`config.mk`:
```
export PLATFORM = sky130hd
export DESIGN_NAME = gated_sixteen_bit_timer
export DESIGN_NICKNAME = d
export VERILOG_FILES = /design/src/pkg/gated_timer_pkg.sv /design/src/hw/gated_sixteen_bit_timer.sv
export VERILOG_INCLUDE_DIRS = /design/src /design/src/pkg
export SDC_FILE = /design/constraint.sdc
export NUM_CORES = 1
export LEC_CHECK = 0
export BUFFER_PORTS_ARGS = -buffer_cell sky130_fd_sc_hd__buf_2
export CORE_MARGIN = 3
export CORE_UTILIZATION = 50
export CTS_CLUSTER_SIZE = 28
export DETAILED_ROUTE_END_ITERATION = 8
export HOLD_SLACK_MARGIN = 0.15
export PLACE_DENSITY = 0.7
export SYNTH_ARGS = -nofsm -noshare
export SYNTH_HDL_FRONTEND = slang
export SYNTH_SLANG_ARGS = --single-unit
```
`constraint.sdc`:
```
create_clock -name core_clk -period 3 [get_ports core_clk]
set_input_delay 0.15 -clock core_clk [delete_from_list [all_inputs] [get_ports core_clk]]
set_output_delay 0.15 -clock core_clk [all_outputs]
set_load 0.05 [all_outputs]
```
`src/pkg/gated_timer_defs.svh`:
```
`ifndef GATED_TIMER_DEFS_SVH
`define GATED_TIMER_DEFS_SVH

// ***************************************************************
// register offsets
// ***************************************************************
`define OFS_TIMER_ONE_CONTROL 4'h0
`define OFS_COUNT_LOW_BYTE    4'h1
`define OFS_COUNT_HIGH_BYTE   4'h2
`define OFS_FLAG_REG          4'h3
`define OFS_ENABLE_REG        4'h4
`define OFS_CORE_IRQ_CONTROL  4'h5
`define OFS_COMPARATOR_AUX    4'h6
`define OFS_COMPARE_LOW       4'h7
`define OFS_COMPARE_HIGH      4'h8
`define OFS_CAPTURE_LOW       4'h9
`define OFS_CAPTURE_HIGH      4'ha
`define OFS_CCU_CONTROL       4'hb

// ***************************************************************
// field positions
// ***************************************************************
`define BIT_COUNTER_ON        0
`define BIT_CLOCK_SOURCE      1
`define BIT_SYNC_DISABLE      2
`define BIT_LP_OSC_ENABLE     3
`define BIT_PRESCALE_LO       4
`define BIT_PRESCALE_HI       5
`define BIT_GATE_ENABLE       6
`define BIT_GATE_INVERT       7
`define BIT_ROLLOVER          0
`define BIT_PERIPHERAL_EN     6
`define BIT_GLOBAL_EN         7
`define BIT_COMP_SYNC         0
`define BIT_GATE_SOURCE       1
`define BIT_CCU_CAPTURE       0
`define BIT_CCU_COMPARE       1
`define BIT_CCU_SPECIAL       2
`define BIT_CCU_FLAG          3

// ***************************************************************
// reset values and timing
// ***************************************************************
`define RST_CONTROL           8'h00
`define RST_AUX               8'h02
`define INSTR_DIVIDE          2'h3

`endif

```
`src/pkg/gated_timer_pkg.sv`:
```
package gated_timer_pkg;

    typedef logic [15:0] count_t;
    typedef logic [7:0]  byte_t;

endpackage : gated_timer_pkg

```
`src/hw/gated_sixteen_bit_timer.sv`:
```
// Decided for this implementation: the address map and the plain strobed port.
`timescale 1ns/1ps
`include "gated_timer_defs.svh"

module gated_sixteen_bit_timer
    import gated_timer_pkg::*;
(
    input  wire logic       core_clk,
    input  wire logic       rst,
    input  wire logic [3:0] reg_addr,
    input  wire logic [7:0] reg_wdata,
    input  wire logic       reg_wr,
    input  wire logic       reg_rd,
    output logic      [7:0] reg_rdata,
    input  wire logic       external_clock_pin,
    input  wire logic       gate_pin,
    input  wire logic       second_comparator_output,
    input  wire logic       capture_event,
    input  wire logic       sleep_mode,
    output logic            low_power_osc_on,
    output logic            core_irq,
    output logic            wake_request,
    output logic            compare_match
);

    // ***************************************************************
    // registers
    // ***************************************************************
    byte_t  timer_one_control_r;
    byte_t  aux_r;
    byte_t  ccu_r;
    logic   rollover_flag_r;
    logic   rollover_enable_r;
    logic   peripheral_irq_enable_r;
    logic   global_irq_enable_r;
    count_t count_r;
    count_t compare_pair_r;
    count_t capture_pair_r;
    logic   ccu_flag_r;

    logic   counter_on;
    logic   clock_source_select;
    logic   external_sync_disable;
    logic   gate_enable;
    logic   gate_invert;
    logic   gate_source_select;
    logic   comparator_sync_enable;
    logic [1:0] prescale_select;

    assign counter_on            = timer_one_control_r[`BIT_COUNTER_ON];
    assign clock_source_select   = timer_one_control_r[`BIT_CLOCK_SOURCE];
    assign external_sync_disable = timer_one_control_r[`BIT_SYNC_DISABLE];
    assign gate_enable           = timer_one_control_r[`BIT_GATE_ENABLE];
    assign gate_invert           = timer_one_control_r[`BIT_GATE_INVERT];
    assign prescale_select       =
        timer_one_control_r[`BIT_PRESCALE_HI:`BIT_PRESCALE_LO];
    assign gate_source_select    = aux_r[`BIT_GATE_SOURCE];
    assign comparator_sync_enable = aux_r[`BIT_COMP_SYNC];

    // the oscillator itself is analog; only its enable leaves the block
    assign low_power_osc_on =
        timer_one_control_r[`BIT_LP_OSC_ENABLE];
    logic wr_low;
    logic wr_high;
    logic count_write;
    assign wr_low      = reg_wr && (reg_addr == `OFS_COUNT_LOW_BYTE);
    assign wr_high     = reg_wr && (reg_addr == `OFS_COUNT_HIGH_BYTE);
    assign count_write = wr_low || wr_high;

    // ***************************************************************
    // pin synchronisers
    // ***************************************************************
    logic [2:0] ext_s1_r;
    logic [2:0] ext_s2_r;
    logic       comp_held_r;

    always_ff @(posedge core_clk or posedge rst)
    begin
        if (rst)
        begin
            ext_s1_r <= 3'h0;
            ext_s2_r <= 3'h0;
        end
        else
        begin
            ext_s1_r <= {second_comparator_output, gate_pin,
                         external_clock_pin};
            ext_s2_r <= ext_s1_r;
        end
    end

    logic ext_clk_s;
    logic gate_pin_s;
    logic comp_s;
    assign ext_clk_s  = ext_s2_r[0];
    assign gate_pin_s = ext_s2_r[1];
    assign comp_s     = ext_s2_r[2];

    // ***************************************************************
    // clock source and edge qualification
    // ***************************************************************
    // one clock domain only: the unsynchronised path still samples the
    // pins, so it differs only in not waiting on the instruction phase and in running in sleep
    logic [1:0] instr_div_r;
    logic       instr_tick;
    logic       ext_prev_r;
    logic       fall_seen_r;
    logic       ext_rise;
    logic       ext_tick;
    logic       src_tick;

    always_ff @(posedge core_clk or posedge rst)
    begin
        if (rst)
            instr_div_r <= 2'h0;
        else
            instr_div_r <= instr_div_r + 2'h1;
    end

    assign instr_tick = (instr_div_r == `INSTR_DIVIDE);
    assign ext_rise   = ext_clk_s && !ext_prev_r;

    always_ff @(posedge core_clk or posedge rst)
    begin
        if (rst)
            ext_prev_r <= 1'b0;
        else
            ext_prev_r <= ext_clk_s;
    end

    // a write or stop re-arms, so a pin held high cannot count at once
    always_ff @(posedge core_clk or posedge rst)
    begin
        if (rst)
            fall_seen_r <= 1'b0;
        else if (count_write || !counter_on)
            fall_seen_r <= 1'b0;
        else if (!ext_clk_s && ext_prev_r)
            fall_seen_r <= 1'b1;
        else if (ext_rise)
            fall_seen_r <= 1'b1;
    end

    // synchronised counting waits for the next instruction phase
    logic ext_pend_r;
    always_ff @(posedge core_clk or posedge rst)
    begin
        if (rst)
            ext_pend_r <= 1'b0;
        else if (count_write || !counter_on)
            ext_pend_r <= 1'b0;
        else if (ext_rise && fall_seen_r && !instr_tick)
            ext_pend_r <= 1'b1;
        else if (instr_tick)
            ext_pend_r <= 1'b0;
    end

    always_comb
    begin
        if (external_sync_disable)
            ext_tick = ext_rise && fall_seen_r;
        else
            ext_tick = instr_tick && (ext_pend_r ||
                       (ext_rise && fall_seen_r));
    end

    // internal clock cannot run in sleep; sync path stalls too
    always_comb
    begin
        if (clock_source_select)
            src_tick = ext_tick &&
                       !(sleep_mode && !external_sync_disable);
        else
            src_tick = instr_tick && !sleep_mode;
    end

    // ***************************************************************
    // gate
    // ***************************************************************
    logic gate_raw;
    logic gate_open;

    always_ff @(posedge core_clk or posedge rst)
    begin
        if (rst)
            comp_held_r <= 1'b0;
        else if (!comparator_sync_enable || src_tick)
            comp_held_r <= comp_s;
    end

    assign gate_raw = gate_source_select ? comp_held_r : gate_pin_s;
    assign gate_open = !gate_enable ||
                       (gate_invert ? gate_raw : !gate_raw);

    // ***************************************************************
    // prescaler
    // ***************************************************************
    logic [2:0] pre_cnt_r;
    logic [2:0] pre_mask;
    logic       count_tick;
    logic       run;

    assign run = counter_on && gate_open;

    always_comb
    begin
        unique case (prescale_select)
            2'h0: pre_mask = 3'h0;
            2'h1: pre_mask = 3'h1;
            2'h2: pre_mask = 3'h3;
            2'h3: pre_mask = 3'h7;
        endcase
    end

    assign count_tick = run && src_tick &&
                        ((pre_cnt_r & pre_mask) == pre_mask);

    always_ff @(posedge core_clk or posedge rst)
    begin
        if (rst)
            pre_cnt_r <= 3'h0;
        else if (count_write)
            pre_cnt_r <= 3'h0;
        else if (run && src_tick)
            pre_cnt_r <= pre_cnt_r + 3'h1;
    end

    // ***************************************************************
    // counter
    // ***************************************************************
    logic special_clear;
    logic rollover;

    // compare against the registered count; single-clock count keeps
    // each byte read clean; with no holding latch a carry can fall between the two reads
    assign compare_match = ccu_r[`BIT_CCU_COMPARE] &&
                           (count_r == compare_pair_r);
    assign special_clear = compare_match && ccu_r[`BIT_CCU_SPECIAL];
    assign rollover      = count_tick && (count_r == 16'hffff) &&
                           !special_clear && !count_write;

    always_ff @(posedge core_clk or posedge rst)
    begin
        if (rst)
            count_r <= 16'h0000;
        else if (wr_low)
            count_r[7:0] <= reg_wdata;
        else if (wr_high)
            count_r[15:8] <= reg_wdata;
        else if (special_clear)
            count_r <= 16'h0000;
        else if (count_tick)
            count_r <= count_r + 16'h0001;
    end

    // ***************************************************************
    // capture/compare time base
    // ***************************************************************
    always_ff @(posedge core_clk or posedge rst)
    begin
        if (rst)
            capture_pair_r <= 16'h0000;
        else if (ccu_r[`BIT_CCU_CAPTURE] && capture_event)
            capture_pair_r <= count_r;
    end

    always_ff @(posedge core_clk or posedge rst)
    begin
        if (rst)
            ccu_flag_r <= 1'b0;
        else if (compare_match ||
                 (ccu_r[`BIT_CCU_CAPTURE] && capture_event))
            ccu_flag_r <= 1'b1;
        else if (reg_wr && reg_addr == `OFS_CCU_CONTROL &&
                 !reg_wdata[`BIT_CCU_FLAG])
            ccu_flag_r <= 1'b0;
    end

    // ***************************************************************
    // rollover flag and interrupt
    // ***************************************************************
    always_ff @(posedge core_clk or posedge rst)
    begin
        if (rst)
            rollover_flag_r <= 1'b0;
        else if (rollover)
            rollover_flag_r <= 1'b1;
        else if (reg_wr && reg_addr == `OFS_FLAG_REG &&
                 !reg_wdata[`BIT_ROLLOVER])
            rollover_flag_r <= 1'b0;
    end

    assign core_irq = rollover_flag_r && rollover_enable_r &&
                      peripheral_irq_enable_r &&
                      global_irq_enable_r;
    // wake does not need the global enable
    assign wake_request = sleep_mode && counter_on && rollover_flag_r &&
                          rollover_enable_r &&
                          peripheral_irq_enable_r;

    // ***************************************************************
    // register writes
    // ***************************************************************
    always_ff @(posedge core_clk or posedge rst)
    begin
        if (rst)
        begin
            timer_one_control_r     <= `RST_CONTROL;
            aux_r                   <= `RST_AUX;
            ccu_r                   <= 8'h00;
            rollover_enable_r       <= 1'b0;
            peripheral_irq_enable_r <= 1'b0;
            global_irq_enable_r     <= 1'b0;
            compare_pair_r          <= 16'h0000;
        end
        else if (reg_wr)
        begin
            unique case (reg_addr)
                `OFS_TIMER_ONE_CONTROL: timer_one_control_r <= reg_wdata;
                `OFS_ENABLE_REG:
                    rollover_enable_r <= reg_wdata[`BIT_ROLLOVER];
                `OFS_CORE_IRQ_CONTROL:
                begin
                    peripheral_irq_enable_r <= reg_wdata[`BIT_PERIPHERAL_EN];
                    global_irq_enable_r     <= reg_wdata[`BIT_GLOBAL_EN];
                end
                `OFS_COMPARATOR_AUX: aux_r <= {6'h00, reg_wdata[1:0]};
                `OFS_COMPARE_LOW:    compare_pair_r[7:0]  <= reg_wdata;
                `OFS_COMPARE_HIGH:   compare_pair_r[15:8] <= reg_wdata;
                `OFS_CCU_CONTROL:    ccu_r <= {5'h00, reg_wdata[2:0]};
                default: ;
            endcase
        end
    end

    // ***************************************************************
    // register reads
    // ***************************************************************
    always_ff @(posedge core_clk or posedge rst)
    begin
        if (rst)
            reg_rdata <= 8'h00;
        else if (reg_rd)
        begin
            unique case (reg_addr)
                `OFS_TIMER_ONE_CONTROL: reg_rdata <= timer_one_control_r;
                `OFS_COUNT_LOW_BYTE:    reg_rdata <= count_r[7:0];
                `OFS_COUNT_HIGH_BYTE:   reg_rdata <= count_r[15:8];
                `OFS_FLAG_REG:      reg_rdata <= {7'h00, rollover_flag_r};
                `OFS_ENABLE_REG:    reg_rdata <= {7'h00, rollover_enable_r};
                `OFS_CORE_IRQ_CONTROL:
                    reg_rdata <= {global_irq_enable_r,
                                  peripheral_irq_enable_r, 6'h00};
                `OFS_COMPARATOR_AUX: reg_rdata <= aux_r;
                `OFS_COMPARE_LOW:    reg_rdata <= compare_pair_r[7:0];
                `OFS_COMPARE_HIGH:   reg_rdata <= compare_pair_r[15:8];
                `OFS_CAPTURE_LOW:    reg_rdata <= capture_pair_r[7:0];
                `OFS_CAPTURE_HIGH:   reg_rdata <= capture_pair_r[15:8];
                `OFS_CCU_CONTROL:
                    reg_rdata <= {4'h0, ccu_flag_r, ccu_r[2:0]};
                default: reg_rdata <= 8'h00;
            endcase
        end
        else
            reg_rdata <= 8'h00;
    end

endmodule : gated_sixteen_bit_timer

```
==> results.py <==
metrics = {
    "outcome": {
        "status": "complete, no violations",
    },
    "sta": {
        "rsz0062_at_grt": "no",
        "whs_ps": 169,
        "min_period_over_period_pct": 83.6,
        "hold_violations": 0,
        "slew_violations": 0,
        "tightest_slew_ps": 1080,
        "setup_viol": 0,
        "relSlewSlack_pct": 27.9,
        "skew_ps": 17.6,
        "fmax_mhz": 399,
        "min_period_ps": 2510,
        "tns_ps": 0,
    },
    "worst_setup_path": {
        "arrival_ps": 2770,
        "worst-path-buf-inv": 1,
        "slowest_stage": "dfstp_2",
        "required_ps": 3260,
        "critPathLaunchType": "register",
        "reg2reg_slack_ps": 490,
        "critical_path.top_delay_family": "simple AND/OR/NAND/NOR gates",
        "path_cells": "mux2i_1 -> xnor2_1 -> a2111oi_2 -> buf_4 -> nand2_1 -> or4_1 -> o221a_2",
        "critical_path_class": "register to register",
        "critPathMaxFanout": 11,
        "critPathCaptureType": "register",
        "max_stage_delay_ps": 570,
    },
    "clock_network": {
        "cts_inserted_buffers": 9,
        "root_buffer": "clkbuf_8",
        "post-cts-setup-buffer-count": 0,
        "cts_num_sinks": 89,
        "cts_tree": "done",
        "cts_buffer_depth": 2,
        "path_clk_slew_ps": 100,
        "cts_max_level": 3,
        "postCtsResizedCells": 0,
        "clock_latency_ps": 370,
        "hold_buffers": 11,
    },
    "power": {
        "swShare_pct": 32.2,
        "ir_worst_vdd_mv": 0.347,
        "power.internal_mw": 2.18,
        "seq_power_share_pct": 49.2,
        "combPwrFrac_pct": 21.4,
        "p_leak_nw": 2.38,
        "p_total_mw": 3.22,
        "power.share.clock_pct": 29.4,
        "switching_power_mw": 1.04,
        "power_density_nw_per_um2": 585,
    },
    "route": {
        "drt_pass1_iterations": 6,
        "wl_met3_um": 1100,
        "via_count": 4020,
        "dr.max_layer_used": "met4",
        "drt-total-wl_um": 13300,
        "drc": 0,
        "routedWlPerCell_um": 20.5,
        "antenna_left": 0,
        "first_iter_violations": 370,
        "wl_met2_um": 5980,
        "met1Wirelength_um": 5610,
        "vias_per_cell": 6.21,
    },
    "die": {
        "std_cell_rows": 35,
        "die_y_um": 104,
        "pin_count": 33,
        "start_util_pct": 51.8,
        "coreArea_um2": 9280,
        "die_w_um": 104,
        "die-area_um2": 10800,
    },
    "finish": {
        "antennaDiodeCount": 0,
        "fin_nets": 537,
        "mostFrequentLayoutCell": "dfrtp_1",
        "drive_above_1_share_pct": 26.6,
        "post-route-util_pct": 59.3,
        "area_growth_pct": 14.4,
        "mostFrequentLayoutCells": "88 x dfrtp_1, 48 x mux2_2, 36 x nand2_1, 36 x nor2_1, 32 x buf_2",
        "stdcell_count": 647,
    },
    "global_routing": {
        "antenna_found_initial": 0,
        "groute.usage.overall_pct": 25.4,
        "grt_pass1_vias": 3893,
        "grt_max_degree": 44,
        "grt_overflow": 0,
        "grt_pass1_wl_um": 21400,
    },
    "synth": {
        "synth_compound_area_share_pct": 16.9,
        "synth_top_cell_by_area": "dfrtp_1",
        "syn_area_um2": 4810,
        "yosys_register_bits": 89,
        "synthMuxAreaShare_pct": 13.8,
        "synth-xor-area-share_pct": 3.46,
        "synthSimpleGateAreaFrac_pct": 14.8,
        "async_flop_share_pct": 100,
        "synth_top_family_by_area": "compound AO/OA/AOI/OAI gates",
        "yosysSeqAreaShare_pct": 46.4,
        "synth_fa_ha_area_share_pct": 0.781,
        "synth_nets": 489,
        "ys_types": 61,
        "syn_inst": 465,
        "synth-main-ff-cell": "dfrtp_1",
        "syn_area_per_cell_um2": 10.3,
        "synthTopCellsByArea": "dfrtp_1 46%, mux2_2 11%, xnor2_1 2.9%, nand2_1 2.8%, nor2_1 2.8%",
        "yosysWarnings": 0,
        "synth_edf_count": 0,
        "yosysTopAreaCellShare_pct": 45.8,
    },
    "place": {
        "detailed_place_hpwl_um": 9810,
        "place_inst": 620,
        "port_buffers": 32,
        "gp_congestion": 0.956,
    },
    "run": {
        "cap_violations": 0,
    },
    "min_path": {
        "min_path_type": "primary input to register",
    },
}
-- per-stage QoR --
| stage | worst slack [ps] | area [um^2] |
|---|---|---|
| after floorplan | 545 | 4810 |
| after global placement | 577 | 5170 |
| after detailed placement | 546 | 5170 |
| after CTS | 509 | 5500 |
| after global routing | 326 | 5500 |
| final | 493 | 5500 |
-- final timing paths --
check	startpoint	depth (start not counted)	to
min in group asynchronous	rst	3	capture_pair_r[8]$_DFFE_PP0P_
hold / removal	reg_wdata[1]	2	aux_r[1]$_DFFE_PP1P_
hold reg to reg	ext_s1_r[2]$_DFF_PP0_	0	ext_s2_r[2]$_DFF_PP0_
setup / recovery	aux_r[1]$_DFFE_PP1P_	7	count_r[9]$_DFFE_PP0P_
setup reg to reg	aux_r[1]$_DFFE_PP1P_	7	count_r[9]$_DFFE_PP0P_
max in group asynchronous	rst	4	capture_pair_r[13]$_DFFE_PP0P_
-- metal layers --
metal,global-route usage [%],vias to the layer above
met5,0,-
met4,12.2,0
met3,6.27,49
met2,38.4,201
met1,34.4,1961
li1,-,1809
-- cells in the mapped netlist (4+ instances only) --
master and number:
o21ai_0 17, a2bb2oi_1 11, nand3_1 12, a21oi_1 15
or2_2 4, a22oi_1 10, nor2_1 36, nor3_1 8
a32oi_1 5, nand2b_1 6, clkbuf_1 21, nand4_1 8
and2_1 4, mux2i_1 10, nand2_1 36, xnor2_1 16
nor4_1 4, o221a_2 4, and3_1 11, o221ai_1 6
a31oi_1 5, inv_1 18, dfrtp_1 88, mux2_2 48
-- cell type report --
class,instances,area [um^2]
clock inverter,7,100
fill,805,3780
tap,129,161
inverter,18,68.8
sequential,89,2230
timing repair buffer,64,428
multi-input combinational,331,2390
clock buffer,9,124
-- power by group through the flow --
| stage | Clock [mW] | Sequential (mW) | Combinational [mW] |
|---|---|---|---|
| 2_1_floorplan | 0 | 1.55 | 0.510 |
| 3_3_place_gp | 0 | 1.59 | 0.661 |
| 3_5_place_dp | 0 | 1.60 | 0.673 |
| 4_1_cts | 0.957 | 1.58 | 0.687 |
| 5_1_grt | 1.01 | 1.61 | 0.756 |
| 6_report | 0.947 | 1.58 | 0.688 |
-- cell families after synthesis --
group / Yosys count
multiplexers: 59
AO/OA/AOI/OAI: 107
buffers and inverters: 45
XOR/XNOR: 19
flip-flops: 89
AND/OR/NAND/NOR: 143
adder cells (fa/ha/maj): 3
-- registers in the layout (all words and copies together) (netlist names), 2 cells and up --
| signal | cells |
|---|---|
| aux_r | 2 |
| ccu_r | 3 |
| reg_rdata | 8 |
| ext_s2_r | 3 |
| instr_div_r | 2 |
| compare_pair_r | 16 |
| pre_cnt_r | 3 |
| ext_s1_r | 3 |
| count_r | 16 |
| capture_pair_r | 16 |
| timer_one_control_r | 8 |
Note: power is estimated with default switching activity, not from simulation.
